--- config.mk ---
export PLATFORM = sky130hd
export DESIGN_NAME = bridge_misc_pins_flat
export DESIGN_NICKNAME = d
export VERILOG_FILES = /design/src/pkg/misc_pins_pkg.sv /design/src/pkg/misc_pins_if.sv /design/src/hw/bridge_misc_pins.sv /design/src/flat_wrapper.sv
export SDC_FILE = /design/constraint.sdc
export NUM_CORES = 1
export LEC_CHECK = 0
export BUFFER_PORTS_ARGS = -buffer_cell sky130_fd_sc_hd__buf_2
export CAP_MARGIN = 25
export CORE_AREA = 2 2 108 162
export CTS_BUF_LIST = sky130_fd_sc_hd__clkbuf_16
export DETAILED_ROUTE_END_ITERATION = 10
export DIE_AREA = 0 0 110 164
export HOLD_SLACK_MARGIN = 0.03
export MAX_ROUTING_LAYER = met4
export PLACE_DENSITY_LB_ADDON = 0.25
export SETUP_SLACK_MARGIN = 0.1
export SYNTH_ARGS = -nofsm -noshare
export SYNTH_HDL_FRONTEND = slang
export SYNTH_SLANG_ARGS = --single-unit
--- constraint.sdc ---
create_clock -name mclk -period 2.9 [get_ports mclk]
set_input_delay 0.58 -clock mclk [delete_from_list [all_inputs] [get_ports mclk]]
set_output_delay 0.58 -clock mclk [all_outputs]
set_load 0.02 [all_outputs]
--- src/pkg/misc_pins_pkg.sv ---
// Purpose: Shared constants for the bridge miscellaneous pin logic
// Assumes: Single 25 MHz clock, times converted to cycles here
// Notes:   Long counts are also top-level parameters
package misc_pins_pkg;
    localparam int unsigned CLK_HZ          = 25000000;
    localparam int unsigned POR_HOLD_MS     = 5;
    localparam int unsigned WAKE_PULSE_MS   = 20;
    localparam int unsigned LAMP_MS         = 50;
    localparam int unsigned RESUME_MS       = 10;
    localparam int unsigned REF_HZ          = 6000000;
    localparam int unsigned POR_HOLD_CYC    = POR_HOLD_MS * (CLK_HZ / 1000);
    localparam int unsigned WAKE_PULSE_CYC  = WAKE_PULSE_MS * (CLK_HZ / 1000);
    localparam int unsigned LAMP_CYC        = LAMP_MS * (CLK_HZ / 1000);
    localparam int unsigned RESUME_CYC      = RESUME_MS * (CLK_HZ / 1000);
    localparam int unsigned CNT_W           = 24;
    localparam logic [1:0]  PIN_HIZ         = 2'h0;
    localparam logic [1:0]  PIN_LOW         = 2'h1;
    localparam logic [1:0]  PIN_HIGH        = 2'h2;
    localparam logic        SUSPEND_RST     = 1'h0;
endpackage

--- src/pkg/misc_pins_if.sv ---
// Purpose: Pin bundle between the bridge device and its board logic
// Assumes: Open-collector and tri-state pins split into in/out/enable
// Notes:   Enables are active low; the bench resolves wire levels
`timescale 1ns/1ns
interface misc_pins_if;
    logic clear_in_n;
    logic por_hold_out;
    logic por_hold_oe_n;
    logic por_hold_out_n;
    logic send_activity_lamp_n;
    logic send_lamp_oe_n;
    logic receive_activity_lamp_n;
    logic receive_lamp_oe_n;
    logic osc_ref_in;
    logic osc_drive_out;
    logic test_mode_in;
    logic ring_wake_in_n;
    logic line_driver_on;
    logic rts_out_n;
    logic dtr_out_n;
    logic cts_in_n;
    logic dsr_in_n;
    logic carrier_detect_in_n;
    logic ring_in_n;
    logic serial_tx;
    logic serial_rx;
    logic suspend_out_n;
    logic power_switch_enable_n;

    modport device (
        input  clear_in_n, osc_ref_in, test_mode_in, ring_wake_in_n, cts_in_n,
               dsr_in_n, carrier_detect_in_n, serial_rx,
        output por_hold_out, por_hold_oe_n, send_activity_lamp_n, send_lamp_oe_n,
               receive_activity_lamp_n, receive_lamp_oe_n, osc_drive_out,
               line_driver_on, rts_out_n, dtr_out_n, serial_tx, suspend_out_n,
               power_switch_enable_n
    );
    modport board (
        output clear_in_n, osc_ref_in, test_mode_in, ring_wake_in_n, cts_in_n,
               dsr_in_n, carrier_detect_in_n, serial_rx,
        input  por_hold_out, por_hold_oe_n, send_activity_lamp_n, send_lamp_oe_n,
               receive_activity_lamp_n, receive_lamp_oe_n, osc_drive_out,
               line_driver_on, rts_out_n, dtr_out_n, serial_tx, suspend_out_n,
               power_switch_enable_n
    );
endinterface

--- src/hw/bridge_misc_pins.sv ---
// Purpose: Reset output, lamps, suspend pins and ring wake of the bridge
// Assumes: mclk is the internal clock; rst_b is power-on reset
// Notes:   USB engine and UART core are outside; they give pulses and levels
`timescale 1ns/1ns
module bridge_misc_pins
    import misc_pins_pkg::*;
#(
    parameter int unsigned POR_CYC    = POR_HOLD_CYC,
    parameter int unsigned WAKE_CYC   = WAKE_PULSE_CYC,
    parameter int unsigned LAMP_CYCLES = LAMP_CYC,
    parameter int unsigned RESUME_CYCLES = RESUME_CYC
)
(
    input  wire logic   mclk,
    input  wire logic   rst_b,
    misc_pins_if.device pins,
    input  wire logic   usb_bus_reset,
    input  wire logic   usb_tx_pulse,
    input  wire logic   usb_rx_pulse,
    input  wire logic   usb_suspend,
    input  wire logic   usb_configured,
    input  wire logic   remote_wake_en,
    input  wire logic   uart_tx_data,
    input  wire logic   uart_tx_busy,
    input  wire logic   uart_rts_n,
    input  wire logic   uart_dtr_n,
    output logic        uart_rx_data,
    output logic [3:0]  modem_status_n,
    output logic        resume_req,
    output logic        test_mode
);
    typedef enum logic [1:0] {POR_FLOAT, POR_DRIVE, POR_CLAMP} por_state_e;

    por_state_e       por_r;
    logic [CNT_W-1:0] por_cnt_r;
    logic [CNT_W-1:0] send_cnt_r;
    logic [CNT_W-1:0] recv_cnt_r;
    logic [CNT_W-1:0] wake_cnt_r;
    logic [CNT_W-1:0] res_cnt_r;
    logic [1:0]       clr_sync_r;
    logic [1:0]       ring_sync_r;
    logic [1:0]       test_sync_r;
    logic [1:0]       rx_sync_r;
    logic [3:0]       ms_s1_r;
    logic [3:0]       ms_s2_r;
    logic             osc_r;
    logic             send_lamp_r;
    logic             recv_lamp_r;
    logic             hold_out_r;
    logic             hold_oe_n_r;
    logic             ring_armed_r;
    logic             line_drv_r;
    logic             rts_r;
    logic             dtr_r;
    logic             tx_r;
    logic             susp_n_r;
    logic             pwr_n_r;
    logic             resume_r;
    logic             rx_r;
    logic             test_r;

    function automatic logic [CNT_W-1:0] lamp_next(input logic hit,
                                                   input logic [CNT_W-1:0] cnt);
        if (hit)
            lamp_next = CNT_W'(LAMP_CYCLES);
        else if (cnt != '0)
            lamp_next = cnt - 1'b1;
        else
            lamp_next = '0;
    endfunction

    wire clear_now   = ~clr_sync_r[1];
    wire ring_low    = ~ring_sync_r[1];
    wire wake_done   = wake_cnt_r == CNT_W'(WAKE_CYC);
    wire wake_fire   = wake_done & ring_armed_r & usb_suspend & remote_wake_en;
    wire por_expired = por_cnt_r == CNT_W'(POR_CYC);

    // usb_bus_reset deliberately unused by the reset output path
    always_ff @(posedge mclk or negedge rst_b)
    begin
        if (!rst_b)
        begin
            por_r       <= POR_FLOAT;
            por_cnt_r   <= '0;
            hold_out_r  <= 1'b0;
            hold_oe_n_r <= 1'b1;
        end
        else
        begin
            case (por_r)
                POR_FLOAT:
                begin
                    hold_oe_n_r <= 1'b1;
                    if (clear_now)
                        por_r <= POR_CLAMP;
                    else if (por_expired)
                        por_r <= POR_DRIVE;
                    else
                        por_cnt_r <= por_cnt_r + 1'b1;
                end
                POR_DRIVE:
                begin
                    hold_out_r  <= 1'b1;
                    hold_oe_n_r <= 1'b0;
                    if (clear_now)
                        por_r <= POR_CLAMP;
                end
                POR_CLAMP:
                begin
                    hold_out_r  <= 1'b0;
                    hold_oe_n_r <= 1'b0;
                    if (!clear_now)
                        por_r <= POR_DRIVE;
                end
                default: por_r <= POR_FLOAT;
            endcase
        end
    end

    // Synchronisers: first stage feeds only the second
    always_ff @(posedge mclk or negedge rst_b)
    begin
        if (!rst_b)
        begin
            clr_sync_r  <= 2'h3;
            ring_sync_r <= 2'h3;
            test_sync_r <= 2'h0;
            rx_sync_r   <= 2'h3;
            ms_s1_r     <= 4'hF;
            ms_s2_r     <= 4'hF;
        end
        else
        begin
            clr_sync_r  <= {clr_sync_r[0], pins.clear_in_n};
            ring_sync_r <= {ring_sync_r[0], pins.ring_wake_in_n};
            test_sync_r <= {test_sync_r[0], pins.test_mode_in};
            rx_sync_r   <= {rx_sync_r[0], pins.serial_rx};
            ms_s1_r     <= {pins.cts_in_n, pins.dsr_in_n,
                            pins.carrier_detect_in_n, pins.ring_wake_in_n};
            ms_s2_r     <= ms_s1_r;
        end
    end

    // Ring must be seen high again before a second resume; avoids repeats
    always_ff @(posedge mclk or negedge rst_b)
    begin
        if (!rst_b)
        begin
            wake_cnt_r   <= '0;
            ring_armed_r <= 1'b1;
            res_cnt_r    <= '0;
            resume_r     <= 1'b0;
        end
        else
        begin
            if (!ring_low)
                wake_cnt_r <= '0;
            else if (!wake_done)
                wake_cnt_r <= wake_cnt_r + 1'b1;
            if (!ring_low)
                ring_armed_r <= 1'b1;
            else if (wake_fire)
                ring_armed_r <= 1'b0;
            if (wake_fire)
                res_cnt_r <= CNT_W'(RESUME_CYCLES);
            else if (res_cnt_r != '0)
                res_cnt_r <= res_cnt_r - 1'b1;
            resume_r <= wake_fire | (res_cnt_r > CNT_W'(1));
        end
    end

    always_ff @(posedge mclk or negedge rst_b)
    begin
        if (!rst_b)
        begin
            send_cnt_r <= '0;
            recv_cnt_r <= '0;
            send_lamp_r <= 1'b1;
            recv_lamp_r <= 1'b1;
        end
        else
        begin
            send_cnt_r  <= lamp_next(usb_tx_pulse, send_cnt_r);
            recv_cnt_r  <= lamp_next(usb_rx_pulse, recv_cnt_r);
            send_lamp_r <= ~(usb_tx_pulse | (send_cnt_r > CNT_W'(1)));
            recv_lamp_r <= ~(usb_rx_pulse | (recv_cnt_r > CNT_W'(1)));
        end
    end

    // Oscillator output modelled as mclk/2, frozen in suspend
    always_ff @(posedge mclk or negedge rst_b)
    begin
        if (!rst_b)
        begin
            osc_r      <= 1'b0;
            line_drv_r <= 1'b0;
            rts_r      <= 1'b1;
            dtr_r      <= 1'b1;
            tx_r       <= 1'b1;
            susp_n_r   <= 1'b1;
            pwr_n_r    <= 1'b1;
            rx_r       <= 1'b1;
            test_r     <= 1'b0;
        end
        else
        begin
            if (!usb_suspend)
                osc_r <= ~osc_r;
            line_drv_r <= uart_tx_busy;
            rts_r      <= uart_rts_n;
            dtr_r      <= uart_dtr_n;
            tx_r       <= uart_tx_data;
            susp_n_r   <= ~usb_suspend;
            pwr_n_r    <= ~(usb_configured & ~usb_suspend);
            rx_r       <= rx_sync_r[1];
            test_r     <= test_sync_r[1];
        end
    end

    assign pins.por_hold_out            = hold_out_r;
    assign pins.por_hold_oe_n           = hold_oe_n_r;
    assign pins.send_activity_lamp_n    = 1'b0;
    assign pins.send_lamp_oe_n          = send_lamp_r;
    assign pins.receive_activity_lamp_n = 1'b0;
    assign pins.receive_lamp_oe_n       = recv_lamp_r;
    assign pins.osc_drive_out           = osc_r;
    assign pins.line_driver_on          = line_drv_r;
    assign pins.rts_out_n               = rts_r;
    assign pins.dtr_out_n               = dtr_r;
    assign pins.serial_tx               = tx_r;
    assign pins.suspend_out_n           = susp_n_r;
    assign pins.power_switch_enable_n   = pwr_n_r;
    assign uart_rx_data                 = rx_r;
    assign modem_status_n               = ms_s2_r;
    assign resume_req                   = resume_r;
    assign test_mode                    = test_r;
endmodule // bridge_misc_pins

--- src/flat_wrapper.sv ---
// flat-port wrapper written by rule: the top's interface ports become plain ports
module bridge_misc_pins_flat import misc_pins_pkg::*;
#(
    parameter int unsigned POR_CYC    = POR_HOLD_CYC,
    parameter int unsigned WAKE_CYC   = WAKE_PULSE_CYC,
    parameter int unsigned LAMP_CYCLES = LAMP_CYC,
    parameter int unsigned RESUME_CYCLES = RESUME_CYC
)
  (mclk, rst_b, usb_bus_reset, usb_tx_pulse, usb_rx_pulse, usb_suspend, usb_configured, remote_wake_en, uart_tx_data, uart_tx_busy, uart_rts_n, uart_dtr_n, uart_rx_data, modem_status_n, resume_req, test_mode, pins_clear_in_n, pins_osc_ref_in, pins_test_mode_in, pins_ring_wake_in_n, pins_cts_in_n, pins_dsr_in_n, pins_carrier_detect_in_n, pins_serial_rx, pins_por_hold_out, pins_por_hold_oe_n, pins_send_activity_lamp_n, pins_send_lamp_oe_n, pins_receive_activity_lamp_n, pins_receive_lamp_oe_n, pins_osc_drive_out, pins_line_driver_on, pins_rts_out_n, pins_dtr_out_n, pins_serial_tx, pins_suspend_out_n, pins_power_switch_enable_n);
  misc_pins_if pins_i ();
  input  wire logic mclk;
  input  wire logic rst_b;
  input  wire logic usb_bus_reset;
  input  wire logic usb_tx_pulse;
  input  wire logic usb_rx_pulse;
  input  wire logic usb_suspend;
  input  wire logic usb_configured;
  input  wire logic remote_wake_en;
  input  wire logic uart_tx_data;
  input  wire logic uart_tx_busy;
  input  wire logic uart_rts_n;
  input  wire logic uart_dtr_n;
  output logic uart_rx_data;
  output logic [3:0] modem_status_n;
  output logic resume_req;
  output logic test_mode;
  input wire logic [$bits(pins_i.clear_in_n)-1:0] pins_clear_in_n;
  input wire logic [$bits(pins_i.osc_ref_in)-1:0] pins_osc_ref_in;
  input wire logic [$bits(pins_i.test_mode_in)-1:0] pins_test_mode_in;
  input wire logic [$bits(pins_i.ring_wake_in_n)-1:0] pins_ring_wake_in_n;
  input wire logic [$bits(pins_i.cts_in_n)-1:0] pins_cts_in_n;
  input wire logic [$bits(pins_i.dsr_in_n)-1:0] pins_dsr_in_n;
  input wire logic [$bits(pins_i.carrier_detect_in_n)-1:0] pins_carrier_detect_in_n;
  input wire logic [$bits(pins_i.serial_rx)-1:0] pins_serial_rx;
  output wire logic [$bits(pins_i.por_hold_out)-1:0] pins_por_hold_out;
  output wire logic [$bits(pins_i.por_hold_oe_n)-1:0] pins_por_hold_oe_n;
  output wire logic [$bits(pins_i.send_activity_lamp_n)-1:0] pins_send_activity_lamp_n;
  output wire logic [$bits(pins_i.send_lamp_oe_n)-1:0] pins_send_lamp_oe_n;
  output wire logic [$bits(pins_i.receive_activity_lamp_n)-1:0] pins_receive_activity_lamp_n;
  output wire logic [$bits(pins_i.receive_lamp_oe_n)-1:0] pins_receive_lamp_oe_n;
  output wire logic [$bits(pins_i.osc_drive_out)-1:0] pins_osc_drive_out;
  output wire logic [$bits(pins_i.line_driver_on)-1:0] pins_line_driver_on;
  output wire logic [$bits(pins_i.rts_out_n)-1:0] pins_rts_out_n;
  output wire logic [$bits(pins_i.dtr_out_n)-1:0] pins_dtr_out_n;
  output wire logic [$bits(pins_i.serial_tx)-1:0] pins_serial_tx;
  output wire logic [$bits(pins_i.suspend_out_n)-1:0] pins_suspend_out_n;
  output wire logic [$bits(pins_i.power_switch_enable_n)-1:0] pins_power_switch_enable_n;
  assign pins_i.clear_in_n = pins_clear_in_n;
  assign pins_i.osc_ref_in = pins_osc_ref_in;
  assign pins_i.test_mode_in = pins_test_mode_in;
  assign pins_i.ring_wake_in_n = pins_ring_wake_in_n;
  assign pins_i.cts_in_n = pins_cts_in_n;
  assign pins_i.dsr_in_n = pins_dsr_in_n;
  assign pins_i.carrier_detect_in_n = pins_carrier_detect_in_n;
  assign pins_i.serial_rx = pins_serial_rx;
  assign pins_por_hold_out = pins_i.por_hold_out;
  assign pins_por_hold_oe_n = pins_i.por_hold_oe_n;
  assign pins_send_activity_lamp_n = pins_i.send_activity_lamp_n;
  assign pins_send_lamp_oe_n = pins_i.send_lamp_oe_n;
  assign pins_receive_activity_lamp_n = pins_i.receive_activity_lamp_n;
  assign pins_receive_lamp_oe_n = pins_i.receive_lamp_oe_n;
  assign pins_osc_drive_out = pins_i.osc_drive_out;
  assign pins_line_driver_on = pins_i.line_driver_on;
  assign pins_rts_out_n = pins_i.rts_out_n;
  assign pins_dtr_out_n = pins_i.dtr_out_n;
  assign pins_serial_tx = pins_i.serial_tx;
  assign pins_suspend_out_n = pins_i.suspend_out_n;
  assign pins_power_switch_enable_n = pins_i.power_switch_enable_n;
  bridge_misc_pins #(.POR_CYC(POR_CYC), .WAKE_CYC(WAKE_CYC), .LAMP_CYCLES(LAMP_CYCLES), .RESUME_CYCLES(RESUME_CYCLES)) u_core (.mclk(mclk), .rst_b(rst_b), .pins(pins_i), .usb_bus_reset(usb_bus_reset), .usb_tx_pulse(usb_tx_pulse), .usb_rx_pulse(usb_rx_pulse), .usb_suspend(usb_suspend), .usb_configured(usb_configured), .remote_wake_en(remote_wake_en), .uart_tx_data(uart_tx_data), .uart_tx_busy(uart_tx_busy), .uart_rts_n(uart_rts_n), .uart_dtr_n(uart_dtr_n), .uart_rx_data(uart_rx_data), .modem_status_n(modem_status_n), .resume_req(resume_req), .test_mode(test_mode));
endmodule
==> metrics, run 1 <==
status=complete, no violations; critical path fanouts, max=15; WS Path Type=reg -> reg; initial drt markers=~190; Critical Path Source=u_core.res_cnt_r[18]; critical path endpoint category=flop; die area=between 15000 and 20000 µm²; worst rel slew slack=55.9%; Post-synth EDFFs=0; top post-synthesis cells by area=dfrtp_1, dfstp_2, xnor2_1, xor2_1, nor2_1; Remaining Overflow, GRT=0; YS warnings=0; Mapped Area=7180 µm²; crit-path cells=or4_1 > or4_1 > o21ai_0 > o311ai_0 > o41ai_1; synth unique cells=55; CTS tree=yes; Routed wire per std cell=14.9 µm; CTS Sinks=151; num rows=58; cell accounting for the most synthesized area=dfrtp_1; largest net degree at the start of global routing=a little over 70; vias in the first global route=between 5000 and 6000; Ports=40; CP max stage cell=or4_1; Initial Util=between 40% and 50%; worst-skew pair later-pin latency=approximately 420 ps; # setup viols final=0; worst vdd ir=between 300 and 400 µV; WP depth=5; vias=between 5000 and 6000; fin crit share=between 80% and 90%; CP Buf/Inv Count=0; port buffer count=35; post-CTS sizing=0; Layout Skew=~9.5 ps; Post-CTS Setup Bufs=0; Layout area overhead=14.4%; Die Height=around 160 µm; final RePlAce weighted congestion=just under 0.9; fin cells=around 950; Req. time, crit path=3200 ps; vias per cell=between 5 and 6; Setup TNS Final=0 ps; Min-Delay Path Class=in -> async; slowest cell delay on critical path=about 770 ps; mean post-synth cell area=10.6 µm²; fin. max-slew vios=0; CP top delay family=simple AND/OR/NAND/NOR gates; cell area power density=around 620 nW/µm²; Critical Path Start Type=flop; Synth top area share=~45%; P_leak=between 3 and 4 nW; Hold-fix buffers, CTS=0; H-tree depth=4; CP arrival=2850 ps; Ant. Diodes=0; Root Driver=clkbuf_16; Most Frequent Cell on Critical Path=or4_1; reg2reg setup slack=~350 ps; first-pass GRT wire length=~24000 µm; Syn Inst Count=just under 700; Post-Place Cells=roughly 920; clk buf depth=2; cells on worst reg2reg path=5; core area=approximately 17000 µm²; clk slew on worst S/H paths=about 60 ps; DRC viols=0; layout cell share with drive strength beyond 1=between 10% and 20%; Highest Clock Rate=between 300 and 400 MHz; asr flop ratio synth=between 90% and 100%; Post-Route WL=~14000 µm; HPWL after DPL=around 9900 µm; final net count=between 700 and 800; GRT Util Overall=17.6%; Worst Tran Pin Value=657 ps; ys flop type=dfrtp_1; RSZ-0062 raised after global routing=false; CP endpoint=u_core.res_cnt_r[11]; synthesized flop and latch total=151; minimum clock period=approximately 2600 ps; Crit Reg-Reg Endpoint=u_core.res_cnt_r[11]; Die X=between 100 and 150 µm; DRT antenna net count=0; sequential fraction of the synthesis area=between 50% and 60%; TritonCTS Buffers=17; max cap viols=0; Pre-Repair DR Iteration Count=7; Hold Fails Final Rpt=0; initial antenna violation count=0; reg2reg start=u_core.res_cnt_r[18]
-- state kept, by name, summed over array words and instances (netlist names), 2 cells and up --
| register | cells |
|---|---|
| u_core.por_cnt_r | 24 |
| u_core.rx_sync_r | 2 |
| u_core.wake_cnt_r | 24 |
| u_core.clr_sync_r | 2 |
| u_core.recv_cnt_r | 24 |
| u_core.ms_s1_r | 3 |
| u_core.test_sync_r | 2 |
| u_core.por_r | 2 |
| u_core.res_cnt_r | 24 |
| u_core.modem_status_n | 4 |
| u_core.send_cnt_r | 24 |
-- worst register-to-register path, cell delays in order, from the launching register on --
cell and delay, ps:
dfrtp_1 410, or4_1 570, or4_1 770, o21ai_0 430, o311ai_0 160, o41ai_1 100
-- layout make-up --
| type | instances | area, µm² |
|---|---|---|
| clock buffers | 17 | 425 |
| clock inverters | 15 | 176 |
| fillers | 1510 | 8400 |
| inverters | 17 | 63.8 |
| multi-input cells | 489 | 3190 |
| flip-flops and latches | 151 | 3810 |
| well taps | 210 | 263 |
| repair buffers | 50 | 294 |
-- how the worst min path moves through the flow --
| stage | from | to | slack [ps] | cells past startpoint |
|---|---|---|---|---|
| 4_1_cts | rst_b | u_core.wake_cnt_r[4] | 180 | 1 |
| 3_5_place_dp | u_core.test_sync_r[0] | u_core.test_sync_r[1] | 340 | 0 |
| 6_report | rst_b | u_core.wake_cnt_r[4] | 150 | 1 |
| 2_1_floorplan | rst_b | u_core.pins.line_driver_on | 280 | 0 |
| 5_1_grt | rst_b | u_core.wake_cnt_r[4] | 200 | 1 |
| 3_3_place_gp | u_core.test_sync_r[0] | u_core.test_sync_r[1] | 350 | 0 |
-- synthesized netlist by cell type, drive strengths merged, types with 4 or more instances --
| cell type | n |
|---|---|
| ha | 17 |
| inv | 17 |
| xor2 | 46 |
| nand2b | 4 |
| buf | 10 |
| nand3 | 33 |
| o211ai | 4 |
| nor3 | 21 |
| dfrtp | 129 |
| o21ai | 18 |
| nand4 | 15 |
| clkbuf | 13 |
| nor4 | 26 |
| dfstp | 22 |
| nand3b | 5 |
| a21oi | 11 |
| nand2 | 35 |
| and2 | 5 |
| and3 | 14 |
| or4 | 18 |
| or2 | 8 |
| o41ai | 4 |
| and4 | 7 |
| o31ai | 5 |
| xnor2 | 51 |
| nor2 | 88 |
| or3 | 15 |
| o21bai | 14 |
-- report_power, final --
group | internal, W | switching, W | total, W
combinational | 0.000218 | 0.000311 | 0.000529
sequential | 0.00224 | 0.000120 | 0.00236
clock | 0.00136 | 0.000888 | 0.00224
-- per-stage QoR --
| stage | util, % | total power, W | hold WS [ps] | setup slack (ps) | instance area, µm² |
|---|---|---|---|---|---|
| finish | 49.5 | 0.00513 | 147 | 350 | 8220 |
| global route | 49.5 | 0.00537 | 200 | 215 | 8220 |
| CTS | 49.5 | 0.00521 | 184 | 345 | 8220 |
| detailed placement | 45.8 | 0.00294 | 343 | 357 | 7620 |
| global placement | 45.8 | 0.00290 | 345 | 403 | 7620 |
| floorplan | - | 0.00274 | 284 | 564 | 7180 |
-- logic make-up (layout without fill, tap and decap cells) --
group           Yosys count  in the layout  synth area share, %
buf+inv                  40             99                 2.63
xor+xnor                 97             97                 11.8
other cells               1              2               0.0522
fa+ha+maj                17             17                 2.96
flops                   151            151                 53.0
compound gates           65             65                 6.01
mux                       3              3                0.418
simple gates            305            305                 23.1
-- metal layers --
layer / wire [µm] / global-route usage, % / vias to the layer above / share of wire, %
met1: 6030 / 20.1 / 2521 / 43
met5: 0 / - / - / 0
met2: 7360 / 29.5 / 92 / 52
met3: 470 / 4.17 / 23 / 3.3
li1: - / - / 2473 / -
met4: 271 / 7.02 / 0 / 1.9
-- layout by cell type (no fill, tap or decap), drive strengths merged, types with 18 or more instances in the layout --
| master | count |
|---|---|
| or4 | 18 |
| buf | 50 |
| xor2 | 46 |
| o21ai | 18 |
| nor4 | 26 |
| dfrtp | 129 |
| xnor2 | 51 |
| nand3 | 33 |
| inv | 21 |
| dfstp | 22 |
| nor3 | 21 |
| nand2 | 35 |
| nor2 | 88 |
Power figures use the tool's default switching activity.
==> inputs of run 2 (changes only) <==
MAX_ROUTING_LAYER = default   (was met4)
clock period = 3.1 ns   (was 2.9 ns; I/O delays follow)
==> run 2 against run 1 <==
Total power decreased by 7.3%; clock-buffer cell count unchanged; critical path depth unchanged; routed wire length decreased by 2.3%; setup slack improved by 90 ps; non-clock buffer count decreased by 7; sequential share of layout area increased by 0.29 points; clock skew decreased by 1.5 ps.
==> metrics, run 2 (same netlist as run 1, synthesis figures left out) <==
initial antenna violation count=0; Layout area overhead=13.7%; DRT antenna net count=0; Hold Fails Final Rpt=0; Hold-fix buffers, CTS=0; slowest cell delay on critical path=around 790 ps; critical path fanouts, max=15; Post-Route WL=approximately 14000 µm; TritonCTS Buffers=17; cell area power density=approximately 580 nW/µm²; critical path endpoint category=flop; Setup TNS Final=0 ps; Area after DPL=around 7600 µm²; Layout Skew=between 8 and 9 ps; Most Frequent Cell on Critical Path=or4_1; status=complete, no violations; CTS Sinks=roughly 150; minimum clock period=between 2000 and 3000 ps; Root Driver=clkbuf_16; CP arrival=just under 3000 ps; Req. time, crit path=between 3000 and 4000 ps; Routed wire per std cell=14.7 µm; Ports=40; max cap viols=0; first-pass GRT wire length=around 24000 µm; WS Path Type=reg -> reg; die area=approximately 18000 µm²; Pre-Repair DR Iteration Count=4; CP Buf/Inv Count=0; Post-CTS Setup Bufs=0; fin crit share=between 80% and 90%; most frequent cells in the layout=dfrtp_1, nor2_1, xnor2_1; HPWL after DPL=between 9000 and 10000 µm; post-CTS sizing=0; Post-Place Cells=910; Critical Path Start Type=flop; Worst Tran Pin Value=roughly 760 ps; commonest non-fill, non-tap cell in the layout=dfrtp_1; Min-Delay Path Class=in -> async; Ant. Diodes=0; worst rel slew slack=approximately 50%; CP top delay family=simple AND/OR/NAND/NOR gates; Die X=approximately 110 µm; core area=~17000 µm²; port buffer count=35; clk slew on worst S/H paths=about 60 ps; fin cells=942; Remaining Overflow, GRT=0; clk buf depth=2; largest net degree at the start of global routing=72; fin area=8170 µm²; H-tree depth=4; vias in the first global route=around 5200; crit-path cells=or4_1 > or4_1 > o211ai_2 > or3_1 > nand3_1; fin. max-slew vios=0; P_leak=3.31 nW; layout cell share with drive strength beyond 1=roughly 16%; vias per cell=between 5 and 6; fin util=between 40% and 50%; RSZ-0062 raised after global routing=false; final RePlAce weighted congestion=between 0.8 and 0.9; Highest Clock Rate=376 MHz; CTS tree=yes; CP max stage cell=or4_1; worst-skew pair later-pin latency=between 400 and 500 ps; num rows=58; DRC viols=0; Initial Util=~43%; Die Height=roughly 160 µm; GRT Util Overall=~17%; final net count=756; vias=just over 5000; initial drt markers=219; worst vdd ir=about 370 µV; # setup viols final=0
-- run 2: worst paths after layout --
| check | depth (start not counted) | endpoint | slack [ps] | startpoint |
|---|---|---|---|---|
| max reg2reg | 5 | u_core.res_cnt_r[17] | 440 | u_core.res_cnt_r[18] |
| min reg2reg | 0 | u_core.rx_sync_r[1] | 350 | u_core.rx_sync_r[0] |
| min | 1 | u_core.recv_cnt_r[13] | 170 | rst_b |
| max in group asynchronous | 2 | u_core.pins.send_lamp_oe_n | 2120 | rst_b |
| min in group mclk | 1 | u_core.pins.dtr_out_n | 290 | uart_dtr_n |
| max | 5 | u_core.res_cnt_r[17] | 440 | u_core.res_cnt_r[18] |
-- run 2: layout make-up --
type,count,area [µm²]
Clock buffer,17,425
Clock inverter,15,165
Fill cell,1460,8450
Inverter,17,63.8
Multi-Input combinational cell,489,3190
Sequential cell,151,3810
Tap cell,210,263
Timing Repair Buffer,43,254
-- run 2: power breakdown --
part	total (W)	internal (W)	switching, W
clock	0.00206	0.00125	0.000807
sequential	0.00221	0.00209	0.000117
combinational	0.000486	0.000202	0.000284
-- run 2: through the flow --
step / power (W) / hold WS (ps) / setup slack [ps]
floorplan: 0.00257 / 324 / 764
global placement: 0.00271 / 342 / 548
detailed placement: 0.00274 / 337 / 450
CTS: 0.00481 / 176 / 445
global route: 0.00498 / 191 / 286
finish: 0.00476 / 170 / 440
-- run 2: routing by layer --
metal / routed length [µm] / global-route usage, % / share of wire (%)
met2: 7220 / 29.3 / 52
met3: 378 / 4.17 / 2.7
met5: 0 / 0 / 0
met1: 6000 / 19.8 / 43
met4: 206 / 5.70 / 1.5
==> inputs of run 3 (changes only) <==
GPL_TIMING_DRIVEN = 0   (was default)
==> run 3 against run 2 <==
Non-clock buffer count is 15 higher; setup slack better by 27 ps; total power is 1.6% higher; first-iteration DRC count is 22% lower; largest cell class unchanged; critical endpoint is now u_core.send_cnt_r[18]; highest routed layer unchanged; final area is 1.2% higher; core utilization is 0.59 points higher.
==> metrics, run 3 (same netlist as run 1, synthesis figures left out) <==
RSZ-0062 raised after global routing=false; Die Height=around 160 µm; worst vdd ir=between 300 and 400 µV; DRT antenna net count=0; initial antenna violation count=0; Remaining Overflow, GRT=0; core area=between 15000 and 20000 µm²; Post-Place Cells=925; TritonCTS Buffers=17; Pwr Total=0.00483 W; worst-skew pair later-pin latency=around 420 ps; Initial Util=roughly 43%; Area after DPL=about 7700 µm²; Die X=approximately 110 µm; Clk pwr share=a little over two fifths; Highest Clock Rate=approximately 380 MHz; fin crit share=a little over four fifths; num rows=58; initial drt markers=171; CP arrival=2940 ps; switching pwr=between 0.001 and 0.0015 W; Layout area overhead=15.1%; minimum clock period=2630 ps; P_leak=3.37 nW; worst rel slew slack=a little under half; Routed wire per std cell=~15 µm; Worst Tran Pin Value=just under 800 ps; clk buf depth=2; Hold Fails Final Rpt=0; Ant. Diodes=0; Post-Route WL=about 14000 µm; Pre-Repair DR Iteration Count=4; WS Path Type=reg -> reg; Reg power frac=45.7%; CTS tree=yes; fin. max-slew vios=0; Root Driver=clkbuf_16; GRT Util Overall=between 10% and 20%; # setup viols final=0; die area=18000 µm²; critical path fanouts, max=10; first-pass GRT wire length=between 20000 and 25000 µm; Ports=40; CTS Sinks=roughly 150; Comb power frac=10.3%; Post-CTS Setup Bufs=0; status=complete, no violations; vias=approximately 5100; DRC viols=0; final net count=about 770; sw frac=approximately 25%; fin area=8270 µm²; vias in the first global route=~5400; cell-internal power=0.00364 W; Req. time, crit path=3400 ps; max cap viols=0; vias per cell=roughly 5.3; H-tree depth=4; Layout Skew=5.68 ps; final RePlAce weighted congestion=around 0.85; HPWL after DPL=approximately 10000 µm; commonest non-fill, non-tap cell in the layout=dfrtp_1; most frequent cells in the layout=dfrtp_1, nor2_1, xnor2_1; fin cells=between 900 and 1000; largest net degree at the start of global routing=79; Critical Path Start Type=flop; Min-Delay Path Class=in -> async; layout cell share with drive strength beyond 1=between 10% and 20%; cell area power density=585 nW/µm²; critical path endpoint category=flop; clk slew on worst S/H paths=roughly 60 ps; Hold-fix buffers, CTS=0; port buffer count=33
run 3: cell types whose count changed in the layout (fill, tap and decap cells not counted):
cell | before | now
buf_4 | 7 | 2
bufinv_16 | 3 | 4
clkinv_4 | 1 | 3
clkinv_2 | 1 | 2
clkinvlp_4 | 5 | 1
buf_16 | 0 | 1
buf_6 | 1 | 2
clkbuf_1 | 0 | 11
buf_1 | 0 | 1
buf_2 | 34 | 38
clkbuf_2 | 0 | 2
run 3: what timing repair did:
item / 4_1_cts / 5_1_grt
setup endpoints to repair: 0 / 6
resized for setup: 0 / 2
hold endpoints to repair: 0 / 0
run 3: path summary, 6_finish.rpt:
| check | start | to | cells past startpoint | slack [ps] |
|---|---|---|---|---|
| hold reg to reg | u_core.test_sync_r[1] | u_core.test_mode | 0 | 350 |
| max in group asynchronous | rst_b | u_core.pins.rts_out_n | 2 | 1980 |
| setup reg to reg | u_core.send_cnt_r[6] | u_core.send_cnt_r[18] | 8 | 470 |
| hold / removal | rst_b | u_core.wake_cnt_r[4] | 1 | 210 |
| setup / recovery | u_core.send_cnt_r[6] | u_core.send_cnt_r[18] | 8 | 470 |
| min in group mclk | uart_dtr_n | u_core.pins.dtr_out_n | 1 | 300 |
run 3: metal layers:
metal  up-vias  global-route usage [%]  part of all wire, %  wire length (µm)
met5         -                       0                    0                 0
met4         0                    7.94                  2.1               298
met3        26                    3.53                  2.9               415
met2        76                    29.3                   51              7270
met1      2528                    20.9                   44              6170
li1       2478                       -                    -                 -
run 3: layout make-up:
cell class / count / area, µm²
clock inverter: 15 / 188
clock buffer: 17 / 425
fill: 1505 / 8350
buffer: 23 / 126
multi-input combinational: 489 / 3190
sequential: 151 / 3810
timing repair buffer: 35 / 204
tap: 210 / 263
inverter: 17 / 63.8
run 3: metrics by stage:
step	setup WS [ps]	TNS, ps	hold WS (ps)	utilization, %
after floorplan	764	0	324	-
after detailed placement	248	0	347	46.0
after global routing	248	0	279	49.7
after CTS	194	0	242	49.7
after global placement	-779	-98850	345	45.8
final	467	0	207	49.7
run 3: critical path: stages, from the launching register on:
cell     delay (ps)
dfrtp_1         420
or4_4           560
or3_1           310
buf_2           180
nor4_4          540
or2_1           190
buf_6           130
buf_12          150
nor2_2           50
run 3: power by group through the flow:
stage / Combinational, W / Sequential [W] / Clock, W
global placement: 0.000484 / 0.00223 / 0
floorplan: 0.000317 / 0.00225 / 0
detailed placement: 0.000505 / 0.00224 / 0
finish: 0.000497 / 0.00221 / 0.00213
global route: 0.000570 / 0.00223 / 0.00226
CTS: 0.000507 / 0.00221 / 0.00218
